### src/shared/ordering_defines.svh
// named offsets, field positions, reset values and sizes for the ordering unit
// assumes inclusion by bare name from every file that needs a number
`ifndef ORDERING_DEFINES_SVH
`define ORDERING_DEFINES_SVH

// ----------------------------------------
// register map, byte addresses
// ----------------------------------------
`define REG_CTRL 12'h000
`define REG_STATUS 12'h004
`define REG_SQUASH_CNT 12'h008
`define REG_FENCE_INFO 12'h00c

// ----------------------------------------
// fields
// ----------------------------------------
`define CTRL_FWD_EN 0
`define CTRL_CNT_CLR 1
`define CTRL_RST 1'b1
`define ST_FENCE_WAIT 0
`define ST_AQ_PEND 1
`define ST_LAST_VLD 2
`define ST_SPEC_FULL 3
`define ST_LD_LSB 8
`define ST_ST_LSB 16
`define FI_BITS_LSB 0
`define FI_TSO 4
`define FI_NOOP 5
`define FI_RSVD 6

// fence bit order within the four-bit field
`define FB_PR 3
`define FB_PW 2
`define FB_SR 1
`define FB_SW 0

// ----------------------------------------
// fence forms in common use
// ----------------------------------------
`define FENCE_RW_RW 4'hf
`define FENCE_RW_W 4'hd
`define FENCE_R_RW 4'hb
`define FENCE_R_R 4'ha
`define FENCE_W_W 4'h5

// ----------------------------------------
// sizes
// ----------------------------------------
`define PIECE_BYTES 8
`define LEN_W 4

`endif

### src/shared/ordering_pkg.sv
// types shared by the ordering unit and its helpers
// assumes nothing beyond the defines header
package ordering_pkg;
    typedef enum logic [2:0] {OP_LOAD, OP_STORE, OP_AMO, OP_SC, OP_FENCE} op_kind_t;
    typedef enum logic {FS_IDLE, FS_WAIT} fence_st_t;
endpackage : ordering_pkg

### src/shared/ordering_ifs.sv
// carriers between the ordering unit and its helpers
// assumes one clock domain; purely combinational bundles
`timescale 1ns/1ps
`include "ordering_defines.svh"

interface access_if #(parameter int ADDR_W = 32);
    logic [ADDR_W-1:0] addr;
    logic [`LEN_W-1:0] len;
    modport src (output addr, output len);
    modport dst (input addr, input len);
endinterface : access_if

interface fence_if;
    logic [3:0] bits;
    logic tso;
    logic pr;
    logic pw;
    logic sr;
    logic sw;
    logic noop;
    logic rsvd;
    modport dec (input bits, input tso, output pr, output pw, output sr, output sw, output noop, output rsvd);
    modport user (output bits, output tso, input pr, input pw, input sr, input sw, input noop, input rsvd);
endinterface : fence_if

### src/rtl/ordering_unit.sv
// memory ordering unit for one thread's load/store path, apb register slave
// assumes pipeline and memory-side strobes are on pclk; ops are held until op_done
//
// Behaviour
// - a full fence orders all earlier accesses before all later ones
// - predecessor set holds loads iff pr bit, stores iff pw bit
// - successor set holds loads iff sr bit, stores iff sw bit
// - fences with empty predecessor or successor set impose no ordering
// - the total-store-order fence encoding is recognised and enforced
// - atomic or conditional store values reach loads only after global perform
// - swap and conditional-store values are forwarded from the store buffer only once performed, failed conditional stores never
// - same-address loads seeing different stores stay in program order
// - same-address loads may reorder while no invalidation hits them
// - overlap checks fire on partial overlap and differing base addresses
// - misaligned accesses are checked piece by piece
// - an acquire access precedes every later access globally
// - a read-to-any fence orders all earlier loads, not one access
// - fence ordering is kept per thread, with no cumulativity tracking
// - a later store never passes the most recent earlier access if that access overlaps it and is not yet performed
//
// The address map and the APB register port were left to the implementer.
`timescale 1ns/1ps
`include "ordering_defines.svh"

module ordering_unit
    import ordering_pkg::*;
#(
    parameter int ADDR_W = 32,
    parameter int TAG_W = 6,
    parameter int CNT_W = 6,
    parameter int SPEC_N = 4
) (
    // clock and reset
    input wire logic pclk,
    input wire logic presetn,
    // apb slave
    input wire logic psel,
    input wire logic penable,
    input wire logic pwrite,
    input wire logic [11:0] paddr,
    input wire logic [31:0] pwdata,
    output logic [31:0] prdata,
    output logic pready,
    output logic pslverr,
    // op issue
    input wire logic op_valid,
    input wire ordering_pkg::op_kind_t op_kind,
    input wire logic op_aq,
    input wire logic [ADDR_W-1:0] op_addr,
    input wire logic [`LEN_W-1:0] op_len,
    input wire logic [3:0] op_fence_bits,
    input wire logic op_fence_tso,
    output logic op_done,
    output logic [TAG_W-1:0] op_tag,
    // global perform reports
    input wire logic perf_valid,
    input wire ordering_pkg::op_kind_t perf_kind,
    input wire logic [TAG_W-1:0] perf_tag,
    // store buffer forwarding query
    input wire logic fwd_valid,
    input wire ordering_pkg::op_kind_t fwd_kind,
    input wire logic fwd_performed,
    input wire logic fwd_sc_ok,
    output logic fwd_answer,
    output logic fwd_allow,
    // early-performed younger loads and invalidations
    input wire logic early_valid,
    input wire logic [TAG_W-1:0] early_tag,
    input wire logic [ADDR_W-1:0] early_addr,
    input wire logic [`LEN_W-1:0] early_len,
    input wire logic retire_valid,
    input wire logic [TAG_W-1:0] retire_tag,
    input wire logic inv_valid,
    input wire logic [ADDR_W-1:0] inv_addr,
    input wire logic [`LEN_W-1:0] inv_len,
    output logic spec_full,
    output logic squash_valid,
    output logic [TAG_W-1:0] squash_tag
);
    import ordering_pkg::*;

    // ----------------------------------------
    // state
    // ----------------------------------------
    logic ctrl_fwd_en_q;
    logic [31:0] squash_cnt_q;
    logic pready_q, pslverr_q;
    logic [31:0] prdata_q;
    logic [CNT_W-1:0] ld_cnt_q, st_cnt_q;
    fence_st_t fence_st_q;
    logic fpr_q, fpw_q, fsr_q, fsw_q, ftso_q;
    logic [6:0] fence_info_q;
    logic aq_pend_q;
    logic [TAG_W-1:0] aq_tag_q;
    logic last_vld_q;
    logic [TAG_W-1:0] last_tag_q;
    logic [ADDR_W-1:0] last_addr_q;
    logic [`LEN_W-1:0] last_len_q;
    logic [TAG_W-1:0] tag_q;
    logic op_done_q, fwd_answer_q, fwd_allow_q, spec_full_q, squash_valid_q;
    logic [TAG_W-1:0] squash_tag_q;
    logic [SPEC_N-1:0] sp_vld_q;
    logic [TAG_W-1:0] sp_tag_q [SPEC_N];
    logic [ADDR_W-1:0] sp_addr_q [SPEC_N];
    logic [`LEN_W-1:0] sp_len_q [SPEC_N];

    // ----------------------------------------
    // fence decode and overlap helpers
    // ----------------------------------------
    fence_if fdec ();
    access_if #(.ADDR_W(ADDR_W)) acc_new ();
    access_if #(.ADDR_W(ADDR_W)) acc_last ();
    access_if #(.ADDR_W(ADDR_W)) acc_inv ();
    wire last_hit;
    wire [SPEC_N-1:0] inv_hit;

    assign fdec.bits = op_fence_bits;
    assign fdec.tso = op_fence_tso;
    assign acc_new.addr = op_addr;
    assign acc_new.len = op_len;
    assign acc_last.addr = last_addr_q;
    assign acc_last.len = last_len_q;
    assign acc_inv.addr = inv_addr;
    assign acc_inv.len = inv_len;

    fence_decoder u_fdec (.f(fdec));
    overlap_checker #(.ADDR_W(ADDR_W)) u_last (.a(acc_new), .b(acc_last), .hit(last_hit));

    genvar gi;
    generate
        for (gi = 0; gi < SPEC_N; gi++) begin : g_spec
            access_if #(.ADDR_W(ADDR_W)) acc_sp ();
            assign acc_sp.addr = sp_addr_q[gi];
            assign acc_sp.len = sp_len_q[gi];
            overlap_checker #(.ADDR_W(ADDR_W)) u_chk (.a(acc_sp), .b(acc_inv), .hit(inv_hit[gi]));
        end
    endgenerate

    // ----------------------------------------
    // issue gating
    // ----------------------------------------
    wire is_ld, is_st, is_fence, ld_pend, st_pend, pred_busy;
    wire blk_fence, blk_store, op_take, fence_take, fence_arm;
    assign is_ld = op_kind == OP_LOAD || op_kind == OP_AMO;
    assign is_st = op_kind == OP_STORE || op_kind == OP_SC || op_kind == OP_AMO;
    assign is_fence = op_kind == OP_FENCE;
    assign ld_pend = ld_cnt_q != '0;
    assign st_pend = st_cnt_q != '0;
    assign pred_busy = (fpr_q && ld_pend) || (fpw_q && st_pend);
    // tso: later loads wait on loads only, later stores on everything
    assign blk_fence = fence_st_q == FS_WAIT && (ftso_q
        ? ((is_ld && ld_pend) || (is_st && (ld_pend || st_pend)))
        : (pred_busy && ((is_ld && fsr_q) || (is_st && fsw_q))));
    assign blk_store = is_st && last_vld_q && last_hit;
    // one fence at a time; an acquire blocks all later accesses
    assign op_take = op_valid && !op_done_q && !aq_pend_q && !(is_fence && fence_st_q == FS_WAIT)
        && !blk_fence && !blk_store;
    assign fence_take = op_take && is_fence;
    assign fence_arm = fence_take && !fdec.noop;

    // ----------------------------------------
    // pending counts, kept for this thread only
    // ----------------------------------------
    wire ld_inc, st_inc, ld_dec, st_dec;
    assign ld_inc = op_take && is_ld;
    assign st_inc = op_take && is_st;
    assign ld_dec = perf_valid && (perf_kind == OP_LOAD || perf_kind == OP_AMO);
    assign st_dec = perf_valid && (perf_kind == OP_STORE || perf_kind == OP_SC || perf_kind == OP_AMO);

    always_ff @(posedge pclk or negedge presetn) begin
        if (!presetn) begin
            ld_cnt_q <= '0;
            st_cnt_q <= '0;
        end else begin
            ld_cnt_q <= ld_cnt_q + CNT_W'(ld_inc) - CNT_W'(ld_dec);
            st_cnt_q <= st_cnt_q + CNT_W'(st_inc) - CNT_W'(st_dec);
        end
    end

    // ----------------------------------------
    // fence state
    // ----------------------------------------
    always_ff @(posedge pclk or negedge presetn) begin
        if (!presetn) begin
            fence_st_q <= FS_IDLE;
            {fpr_q, fpw_q, fsr_q, fsw_q, ftso_q} <= '0;
            fence_info_q <= '0;
        end else begin
            unique case (fence_st_q)
                FS_IDLE: if (fence_arm) begin
                    fence_st_q <= FS_WAIT;
                    {fpr_q, fpw_q, fsr_q, fsw_q} <= {fdec.pr, fdec.pw, fdec.sr, fdec.sw};
                    ftso_q <= fdec.tso;
                end
                FS_WAIT: if (!pred_busy) begin
                    fence_st_q <= FS_IDLE;
                end
            endcase
            if (fence_take) begin
                fence_info_q <= {fdec.rsvd, fdec.noop, fdec.tso, op_fence_bits};
            end
        end
    end

    // ----------------------------------------
    // acquire and last-access tracking
    // ----------------------------------------
    wire acc_take;
    assign acc_take = op_take && !is_fence;

    always_ff @(posedge pclk or negedge presetn) begin
        if (!presetn) begin
            aq_pend_q <= 1'b0;
            aq_tag_q <= '0;
            last_vld_q <= 1'b0;
            last_tag_q <= '0;
            last_addr_q <= '0;
            last_len_q <= '0;
            tag_q <= '0;
        end else begin
            if (acc_take && op_aq) begin
                aq_pend_q <= 1'b1;
                aq_tag_q <= tag_q;
            end else if (perf_valid && perf_tag == aq_tag_q) begin
                aq_pend_q <= 1'b0;
            end
            // a new access wins over the perform of the old one
            if (acc_take) begin
                last_vld_q <= 1'b1;
                last_tag_q <= tag_q;
                last_addr_q <= op_addr;
                last_len_q <= op_len;
            end else if (perf_valid && perf_tag == last_tag_q) begin
                last_vld_q <= 1'b0;
            end
            if (acc_take) begin
                tag_q <= tag_q + TAG_W'(1);
            end
        end
    end

    // ----------------------------------------
    // forwarding decision
    // ----------------------------------------
    wire fwd_ok;
    // swap values are amo values too, so they never forward early
    assign fwd_ok = ctrl_fwd_en_q && (fwd_kind == OP_STORE
        || ((fwd_kind == OP_AMO || fwd_kind == OP_SC) && fwd_performed
            && (fwd_kind != OP_SC || fwd_sc_ok)));

    // ----------------------------------------
    // early-load table
    // ----------------------------------------
    logic [SPEC_N-1:0] free_onehot, hit_onehot;
    logic [TAG_W-1:0] hit_tag;
    always_comb begin
        free_onehot = '0;
        hit_onehot = '0;
        hit_tag = '0;
        for (int i = SPEC_N - 1; i >= 0; i--) begin
            if (!sp_vld_q[i]) begin
                free_onehot = SPEC_N'(1) << i;
            end
            if (sp_vld_q[i] && inv_valid && inv_hit[i]) begin
                hit_onehot = SPEC_N'(1) << i;
                hit_tag = sp_tag_q[i];
            end
        end
    end
    wire inv_any;
    assign inv_any = hit_onehot != '0;

    always_ff @(posedge pclk or negedge presetn) begin
        if (!presetn) begin
            sp_vld_q <= '0;
            squash_valid_q <= 1'b0;
            squash_tag_q <= '0;
        end else begin
            for (int i = 0; i < SPEC_N; i++) begin
                if (early_valid && free_onehot[i]) begin
                    sp_vld_q[i] <= 1'b1;
                end else if (hit_onehot[i] || (retire_valid && sp_tag_q[i] == retire_tag)) begin
                    sp_vld_q[i] <= 1'b0;
                end
            end
            squash_valid_q <= inv_any;
            squash_tag_q <= hit_tag;
        end
    end

    always_ff @(posedge pclk) begin
        for (int i = 0; i < SPEC_N; i++) begin
            if (early_valid && free_onehot[i]) begin
                sp_tag_q[i] <= early_tag;
                sp_addr_q[i] <= early_addr;
                sp_len_q[i] <= early_len;
            end
        end
    end

    // ----------------------------------------
    // apb slave, one wait state
    // ----------------------------------------
    wire apb_req, apb_wr, apb_rd, addr_ok;
    logic [31:0] rd_mux;
    assign apb_req = psel && penable && !pready_q;
    assign apb_wr = psel && penable && pready_q && pwrite && !pslverr_q;
    assign addr_ok = paddr == `REG_CTRL || paddr == `REG_STATUS || paddr == `REG_SQUASH_CNT
        || paddr == `REG_FENCE_INFO;
    assign apb_rd = apb_req && !pwrite;

    always_comb begin
        rd_mux = '0;
        unique case (paddr)
            `REG_CTRL: rd_mux[`CTRL_FWD_EN] = ctrl_fwd_en_q;
            `REG_STATUS: begin
                rd_mux[`ST_FENCE_WAIT] = fence_st_q == FS_WAIT;
                rd_mux[`ST_AQ_PEND] = aq_pend_q;
                rd_mux[`ST_LAST_VLD] = last_vld_q;
                rd_mux[`ST_SPEC_FULL] = spec_full_q;
                rd_mux[`ST_LD_LSB +: CNT_W] = ld_cnt_q;
                rd_mux[`ST_ST_LSB +: CNT_W] = st_cnt_q;
            end
            `REG_SQUASH_CNT: rd_mux = squash_cnt_q;
            `REG_FENCE_INFO: rd_mux[`FI_BITS_LSB +: 7] = fence_info_q;
            default: rd_mux = '0;
        endcase
    end

    always_ff @(posedge pclk or negedge presetn) begin
        if (!presetn) begin
            pready_q <= 1'b0;
            pslverr_q <= 1'b0;
            prdata_q <= '0;
            ctrl_fwd_en_q <= `CTRL_RST;
            squash_cnt_q <= '0;
        end else begin
            pready_q <= apb_req;
            pslverr_q <= apb_req && !addr_ok;
            prdata_q <= apb_rd ? rd_mux : '0;
            if (apb_wr && paddr == `REG_CTRL) begin
                ctrl_fwd_en_q <= pwdata[`CTRL_FWD_EN];
            end
            if (squash_valid_q) begin
                squash_cnt_q <= squash_cnt_q + 32'h1;
            end else if (apb_wr && paddr == `REG_CTRL && pwdata[`CTRL_CNT_CLR]) begin
                squash_cnt_q <= '0;
            end
        end
    end

    // ----------------------------------------
    // registered outputs
    // ----------------------------------------
    always_ff @(posedge pclk or negedge presetn) begin
        if (!presetn) begin
            op_done_q <= 1'b0;
            fwd_answer_q <= 1'b0;
            fwd_allow_q <= 1'b0;
            spec_full_q <= 1'b0;
        end else begin
            op_done_q <= op_take;
            fwd_answer_q <= fwd_valid;
            fwd_allow_q <= fwd_valid && fwd_ok;
            spec_full_q <= &sp_vld_q;
        end
    end

    assign prdata = prdata_q;
    assign pready = pready_q;
    assign pslverr = pslverr_q;
    assign op_done = op_done_q;
    assign op_tag = last_tag_q;
    assign fwd_answer = fwd_answer_q;
    assign fwd_allow = fwd_allow_q;
    assign spec_full = spec_full_q;
    assign squash_valid = squash_valid_q;
    assign squash_tag = squash_tag_q;
endmodule : ordering_unit

### src/rtl/fence_decoder.sv
// fence bit decoder: predecessor and successor classes, no-op and reserved forms
// assumes a settled four-bit field and total-store-order flag from the issuing stage
`timescale 1ns/1ps
`include "ordering_defines.svh"

module fence_decoder (
    // decoded fence
    fence_if.dec f
);
    wire common_form;

    // tso form orders loads before all and stores before stores
    assign f.pr = f.tso | f.bits[`FB_PR];
    assign f.pw = f.tso | f.bits[`FB_PW];
    assign f.sr = f.tso | f.bits[`FB_SR];
    assign f.sw = f.tso | f.bits[`FB_SW];
    // an empty side leaves nothing to order
    assign f.noop = !f.tso && (!(f.bits[`FB_PR] | f.bits[`FB_PW]) || !(f.bits[`FB_SR] | f.bits[`FB_SW]));
    assign common_form = f.tso || f.bits == `FENCE_RW_RW || f.bits == `FENCE_RW_W || f.bits == `FENCE_R_RW
        || f.bits == `FENCE_R_R || f.bits == `FENCE_W_W;
    // reserved forms are still honoured as written, only flagged
    assign f.rsvd = !f.noop && !common_form;
endmodule : fence_decoder

### src/rtl/overlap_checker.sv
// byte-range overlap test, access a split into pieces at piece boundaries
// assumes lengths of 1 to PIECE_BYTES bytes
`timescale 1ns/1ps
`include "ordering_defines.svh"

module overlap_checker #(
    parameter int ADDR_W = 32
) (
    // the split access and the probe range
    access_if.dst a,
    access_if.dst b,
    // result
    output logic hit
);
    localparam int PB = `PIECE_BYTES;

    function automatic logic ranges_meet(input logic [ADDR_W:0] s1, input logic [ADDR_W:0] e1,
                                         input logic [ADDR_W:0] s2, input logic [ADDR_W:0] e2);
        ranges_meet = (s1 < e2) && (s2 < e1);
    endfunction : ranges_meet

    wire [ADDR_W:0] a_s;
    wire [ADDR_W:0] a_e;
    wire [ADDR_W:0] b_s;
    wire [ADDR_W:0] b_e;
    wire [ADDR_W:0] bound;
    wire split;
    wire [ADDR_W:0] p0_e;

    assign a_s = {1'b0, a.addr};
    assign a_e = a_s + (ADDR_W+1)'(a.len);
    assign b_s = {1'b0, b.addr};
    assign b_e = b_s + (ADDR_W+1)'(b.len);
    // next piece boundary above the start
    assign bound = (a_s & ~(ADDR_W+1)'(PB - 1)) + (ADDR_W+1)'(PB);
    assign split = a_e > bound;
    assign p0_e = split ? bound : a_e;
    // partial overlap counts, any base address
    assign hit = ranges_meet(a_s, p0_e, b_s, b_e) || (split && ranges_meet(bound, a_e, b_s, b_e));
endmodule : overlap_checker

### config.mk
export PLATFORM = sky130hd
export DESIGN_NAME = ordering_unit
export DESIGN_NICKNAME = d
export VERILOG_FILES = /design/src/shared/ordering_pkg.sv /design/src/shared/ordering_ifs.sv /design/src/rtl/ordering_unit.sv /design/src/rtl/fence_decoder.sv /design/src/rtl/overlap_checker.sv
export VERILOG_INCLUDE_DIRS = /design/src /design/src/shared
export SDC_FILE = /design/constraint.sdc
export NUM_CORES = 2
export LEC_CHECK = 0
export BUFFER_PORTS_ARGS = -buffer_cell sky130_fd_sc_hd__buf_2
export CORE_MARGIN = 5
export CORE_UTILIZATION = 65
export DETAILED_ROUTE_END_ITERATION = 8
export GPL_TIMING_DRIVEN = 0
export PLACE_DENSITY = 0.85
export SYNTH_ARGS = -nofsm -noshare
export SYNTH_HDL_FRONTEND = slang
export SYNTH_SLANG_ARGS = --single-unit
### constraint.sdc
create_clock -name pclk -period 10.03 [get_ports pclk]
set_clock_uncertainty 0.1 [all_clocks]
set_input_delay 0.5015 -clock pclk [delete_from_list [all_inputs] [get_ports pclk]]
set_output_delay 0.5015 -clock pclk [all_outputs]
set_load 0.01 [all_outputs]
* Word level (Yosys, flattened, before mapping)
Memories as Yosys holds them, arrays and structs flattened.
Index checks and enable logic that the tools add are counted.
** Word-level totals
- Bits in registers :: 163
- Memory bits (writable) :: 168
- Output and inout port bits :: 51
- Memories kept :: 3
** Operators by class
- $add $sub $neg :: 18
- $lt $le $gt $ge :: 25
- Equal/unequal tests :: 25
- Mux-type cells :: 79
- Bitwise operators :: 7
- Reduce and logical (&&, ||, !) cells :: 142
** Memory list
- sp_addr_q :: depth 4, bits a word 32, read ports 4, clocked after Yosys merged registers in 0, write ports 1, line ordering_unit.sv:104 : logic [ADDR_W-1:0] sp_addr_q [SPEC_N];
- sp_tag_q :: depth 4, bits a word 6, read ports 4, clocked after Yosys merged registers in 0, write ports 1, line ordering_unit.sv:103 : logic [TAG_W-1:0] sp_tag_q [SPEC_N];
- sp_len_q :: depth 4, bits a word 4, read ports 4, clocked after Yosys merged registers in 0, write ports 1, line ordering_unit.sv:105 : logic [`LEN_W-1:0] sp_len_q [SPEC_N];
** Operator list (count)
- 32-bit by 33-bit less-than comparator with 1-bit output :: 15
- 32-bit by 4-bit adder with 33-bit output :: 7
- 32-bit two-way mux :: 6
- 32-bit by 4-bit adder with 33-bit output (second input constant) :: 5
- 33-bit > comparator :: 5
- 33-bit less-than comparator :: 5
- 33-bit two-way mux :: 5
- 32-bit OR reduction :: 3
- 1-bit logical AND :: 72
- 4-bit two-way mux :: 11
- 6-bit two-way mux :: 7
- 6-bit == test :: 6
- 1-bit two-way mux :: 33
- 32-bit by 1-bit adder with 32-bit output (second input constant) :: 1
- 1-bit logical OR :: 31
- 12-bit by 4-bit == test with 1-bit output (second input constant) :: 2
- 6-bit one-hot mux with 2 select lines :: 2
- 2-bit two-way mux :: 10
- 3-bit by 2-bit == test with 1-bit output (second input constant) :: 6
- 6-bit OR reduction :: 3
- 4-bit == test (second input constant) :: 4
- 1-bit zero test :: 15
- 2-bit nonzero test :: 7
- 6-bit by 1-bit adder with 6-bit output :: 2
- 21 further kinds :: 33

* Depth between registers and ports, before layout
- Word-level depth :: 15
- Mapped depth :: 39

* Modules after synthesis
From an unflattened synthesis, not the netlist that was laid out.
** Unflattened totals
- Cell total of the unflattened synthesis :: 4703
- Area, all modules :: 41267.1 um2
** Modules (own cells, without submodules)
- ordering_unit :: instances 1, cells an instance 834, area each 12747.2 um2, sequential area each 9125.0 um2
- overlap_checker (g_spec[0].u_chk ...) :: instances 2, cells an instance 776, area each 5646.7 um2, sequential area each 0.0 um2
- overlap_checker (u_last) :: instances 1, cells an instance 775, area each 5865.6 um2, sequential area each 0.0 um2
- overlap_checker (g_spec[1].u_chk) :: instances 1, cells an instance 775, area each 5689.2 um2, sequential area each 0.0 um2
- overlap_checker (g_spec[2].u_chk) :: instances 1, cells an instance 757, area each 5612.9 um2, sequential area each 0.0 um2
- fence_decoder :: instances 1, cells an instance 10, area each 58.8 um2, sequential area each 0.0 um2

* Worst setup path after synthesis
No wires, ideal clock.
- Path kind :: input -> register
- Start point :: input op_addr[0]
- End point :: register st_cnt_q[5]
- Library setup time :: 0.079 ns
- Arrival :: 6.840 ns
- Required time :: 9.851 ns
- Slack :: 3.011 ns
- Stages :: 38
- Buffers on the path :: 2
- Cells stage by stage :: ha_1 fa_1 a21o_1 a21oi_1 nor2_1 nand3_1 nor2_1 xnor2_1 inv_1 ha_1 nand4_1 nor2_1 o31a_1 o31ai_1 o211ai_1 nand2_1 clkbuf_1 clkbuf_1 (+2 left out) ha_1 a211oi_1 o21ai_0 a21oi_1 nand4b_1 nor3_1 o31ai_1 a41oi_2 nor2_1 nand2_1 ha_1 inv_1 ha_1 a21o_1 a21oi_1 o21bai_1 a21oi_1 xor2_1
** On the way
- Word-level cells in the longest chain between the ends :: 12
- Elaborated cells between the ends (all ways) :: 16
** Ends and longest elaborated chain
- start, declared :: line ordering_unit.sv:49 : input wire logic [ADDR_W-1:0] op_addr,
- 32-bit by 4-bit adder with 33-bit output :: line overlap_checker.sv:31 : assign a_e = a_s + (ADDR_W+1)'(a.len);
- 33-bit > comparator :: line overlap_checker.sv:36 : assign split = a_e > bound;
- 33-bit two-way mux :: line overlap_checker.sv:37 : assign p0_e = split ? bound : a_e;
- 32-bit by 33-bit less-than comparator with 1-bit output :: line overlap_checker.sv:19 : ranges_meet = (s1 < e2) && (s2 < e1);
- 1-bit logical AND :: line overlap_checker.sv:19
- 1-bit logical OR (*) :: line overlap_checker.sv:39 : assign hit = ranges_meet(a_s, p0_e, b_s, b_e) || (split && ranges_meet(bound, a_e, b_s, b_e));
- 1-bit logical AND (*) :: line ordering_unit.sv:154 : assign blk_store = is_st && last_vld_q && last_hit;
- 1-bit zero test (*) :: line ordering_unit.sv:157 : && !blk_fence && !blk_store;
- 1-bit logical AND (*) :: line ordering_unit.sv:157
- net op_take :: line ordering_unit.sv:143 : wire blk_fence, blk_store, op_take, fence_take, fence_arm;
- 1-bit logical AND (*) :: line ordering_unit.sv:166 : assign st_inc = op_take && is_st;
- 6-bit by 1-bit adder with 6-bit output (*) :: line ordering_unit.sv:176 : st_cnt_q <= st_cnt_q + CNT_W'(st_inc) - CNT_W'(st_dec);
- 6-bit by 1-bit subtractor with 6-bit output (*) :: line ordering_unit.sv:176
- end signal, assigned :: line ordering_unit.sv:176
- end, declared :: line ordering_unit.sv:89 : logic [CNT_W-1:0] ld_cnt_q, st_cnt_q;
The timed path passes the listed nets; every way through them passes the cells marked *.
A chain may end at the register's enable or synchronous reset.

==> flow_summary.toml <==
[layout]
final_common_cell = "ha_1"
final_nets = 5765
fillers = 4584
fin_util = 0.718
seq_area_mm2 = 0.00913
area_growth_pct = 9.06
drive_above_1_share = 0.0924
multiInputGateArea_mm2 = 0.0281
final_cell_mix = "ha_1, nand2_1, inv_1"
fin_cells = 5556

[timing]
fin_setup_tns_ns = 0
period_needed_ns = 9.33
setup_viol = 0
max_freq_mhz = 107
rsz0062_at_grt = "no"
relSlewSlack = 0.0502
min_period_over_period = 0.930
slew_violations = 0
tightest_slew_ns = 1.41
hold_viol = 0

[logic_synthesis]
synth_edf_count = 168
syn_nets = 5499
ys_types = 103
synth_top_cell_by_area = "ha_1"
synth_ff_type = "edfxtp_1"
yosys.area.top_type_share = 0.262
avgSynthCellArea_um2 = 8.71
synth_warnings = 0
synth_area_mm2 = 0.0390
synthCells = 4476
seq_area_frac_synth = 0.234
ys_async_sr_fraction = 0.492
yosys-top-cells-area = "ha_1, edfxtp_1, dfrtp_1, xor2_1, xnor2_1"
ys_seq_elements = 331

[clock_tree]
clkSinkCount = 331
clock_latency_ns = 0.58
clk_pin_slew_ns = 0.08
cts_hold_buf = 2
htreeDepth = 2
post_cts_buffers = 0
cts.repair.resized = 0
cts_tree = "built"
cts_buffers = 38
clk_path_buf_depth = 3
clockRootBuffer = "clkbuf_16"

[critical_path]
crit_end = "sp_vld_q[3]$_DFFE_PN0P_"
max_stage_delay_ns = 1.16
crit_path_end_kind = "register"
crit_required_ns = 10.41
worstPathMaxFanout = 10
reg2regPathDepth = 30
cp.arrival_ns = 9.71
critPathLaunchType = "register"
crit_type = "reg -> reg"
path_buf_inv = 4
path_depth = 30
ff2ff_setup_slack_ns = 0.70
startpoint = "sp_addr_q[1][1]$_DFFE_PP_"
crit_family = "compound AO/OA/AOI/OAI gates"
r2r-start = "sp_addr_q[1][1]$_DFFE_PP_"
crit_slowest_cell = "nor4_1"
timing.rr.end = "sp_vld_q[3]$_DFFE_PN0P_"

[drt]
avgRoutedWirePerCell_um = 21.7
dr.pass1.iters = 7
drt_wl_total_um = 120000
post-route-drc-count = 0
drt_iter0_drc = 3196
final_antenna_net_count = 0
vias = 36200
viasPerCell = 6.52

[pwr]
clock_power_share = 0.187
p_sw_uw = 3390
p_leak_uw = 0.0195
p_per_area_mw_per_mm2 = 180
p_sw_frac = 0.443
intPower_uw = 4270
peakVddDrop_mv = 0.257
pwr-share-seq = 0.283
combPwrFrac = 0.530

[floorplan]
die_h_um = 255
rows = 89
ioPinCount = 249
fp.dieArea_mm2 = 0.0650
start_util = 0.658
core_area_mm2 = 0.0592
die_w_um = 255

[grt]
grt_max_degree = 120
grt_pass1_vias = 35000
grt_usage = 0.356
grt_pass1_wl_um = 184000
overflow = 0
antenna_found_initial = 9

[worst_hold_path]
min_path_type = "in -> reg"

[placement]
post-dp-hpwl_um = 98400
io_buffers = 214
gp_congestion = 1.01
placed_cells = 5473

[outcome]
status = "finished clean"

[run]
max_cap_viol_count = 0
power by group through the flow:
stage          registers [µW]  logic [µW]  clock network, µW
2_1_floorplan            2070        2880                  0
3_3_place_gp             2170        3750                  0
3_5_place_dp             2170        3930                  0
4_1_cts                  2150        3990               1440
5_1_grt                  2200        4530               1500
6_report                 2170        4060               1440
per-layer routing:
metal,GRT usage,up-vias,routed length [µm]
met4,0.168,0,6280
met2,0.581,1709,54800
met5,0,-,0
met1,0.473,17100,48200
met3,0.0461,389,11100
li1,-,17000,-
sequential cells by signal, indices dropped and copies added, names as in the netlist, 4 cells and up:
name and count:
sp_vld_q 4, ld_cnt_q 6, acc_last.addr 32, aq_tag_q 6, sp_len_q 16, sp_addr_q 128, op_tag 6, acc_last.len 4
squash_cnt_q 32, fence_info_q 7, st_cnt_q 6, tag_q 6, sp_tag_q 24, squash_tag 6, prdata 32
worst min-delay path by stage:
stage | start | endpoint | slack (ns) | cells after the start
2_1_floorplan | presetn | acc_last.addr[0]$_DFFE_PN0P_ | 0.11 | 0
3_3_place_gp | fsw_q$_DFFE_PN0P_ | fsw_q$_DFFE_PN0P_ | 0.36 | 2
3_5_place_dp | presetn | prdata[26]$_DFF_PN0_ | 0.32 | 1
4_1_cts | early_tag[1] | sp_tag_q[3][1]$_DFFE_PP_ | 0.02 | 1
5_1_grt | early_tag[4] | sp_tag_q[1][4]$_DFFE_PP_ | 0.04 | 1
6_report | early_tag[4] | sp_tag_q[0][4]$_DFFE_PP_ | 0.05 | 1
final cells by class:
| type | instances | share of cell area |
|---|---|---|
| Antenna cell | 11 | 0.000647 |
| Timing Repair Buffer | 226 | 0.0293 |
| Multi-Input combinational cell | 3693 | 0.661 |
| Buffer | 99 | 0.0104 |
| Clock inverter | 24 | 0.00533 |
| Tap cell | 773 | 0.0227 |
| Sequential cell | 331 | 0.215 |
| Clock buffer | 46 | 0.0245 |
| Inverter | 353 | 0.0312 |
cells by family (layout without fill, tap and decap cells):
kind of cell    count (synthesis)  after routing  synth area share
simple gates                 1419           1419             0.182
compound gates                970            970             0.156
fa+ha+maj                     825            825             0.267
buf+inv                       452            748            0.0453
xor+xnor                      396            396            0.0890
flops                         331            331             0.234
mux                            83             83            0.0276
other cells                     0             11                 0
synth_stat cells, drive strengths merged (11+ instances only):
cell	number
a2111oi	20
a211oi	46
a21oi	258
and4	30
clkbuf	68
xor2	207
or4	11
a211o	17
o21ai	319
and3	65
mux2	70
inv	353
edfxtp	168
a31oi	18
o21a	24
nand4	198
nand2b	16
mux2i	12
or3	18
nor4	41
a21o	100
nor2b	37
nand2	436
a41oi	12
nand3	178
o31ai	13
and2	38
xnor2	189
nor3	80
ha	816
o211ai	32
a22oi	21
buf	31
dfrtp	162
o2111ai	15
nor2	237
stage by stage:
| stage | area (µm²) | hold WS, ns | setup slack, ns | total power, µW |
|---|---|---|---|---|
| after floorplan | 39000 | 0.106 | 3.01 | 4950 |
| after CTS | 42500 | 0.0229 | 0.942 | 7580 |
| after global placement | 41000 | 0.361 | 0.866 | 5930 |
| after detailed placement | 41200 | 0.320 | 0.761 | 6100 |
| after global routing | 42500 | 0.0381 | 0.421 | 8230 |
| final | 42500 | 0.0539 | 0.703 | 7660 |
No activity file was read; power rests on OpenSTA's default activity.
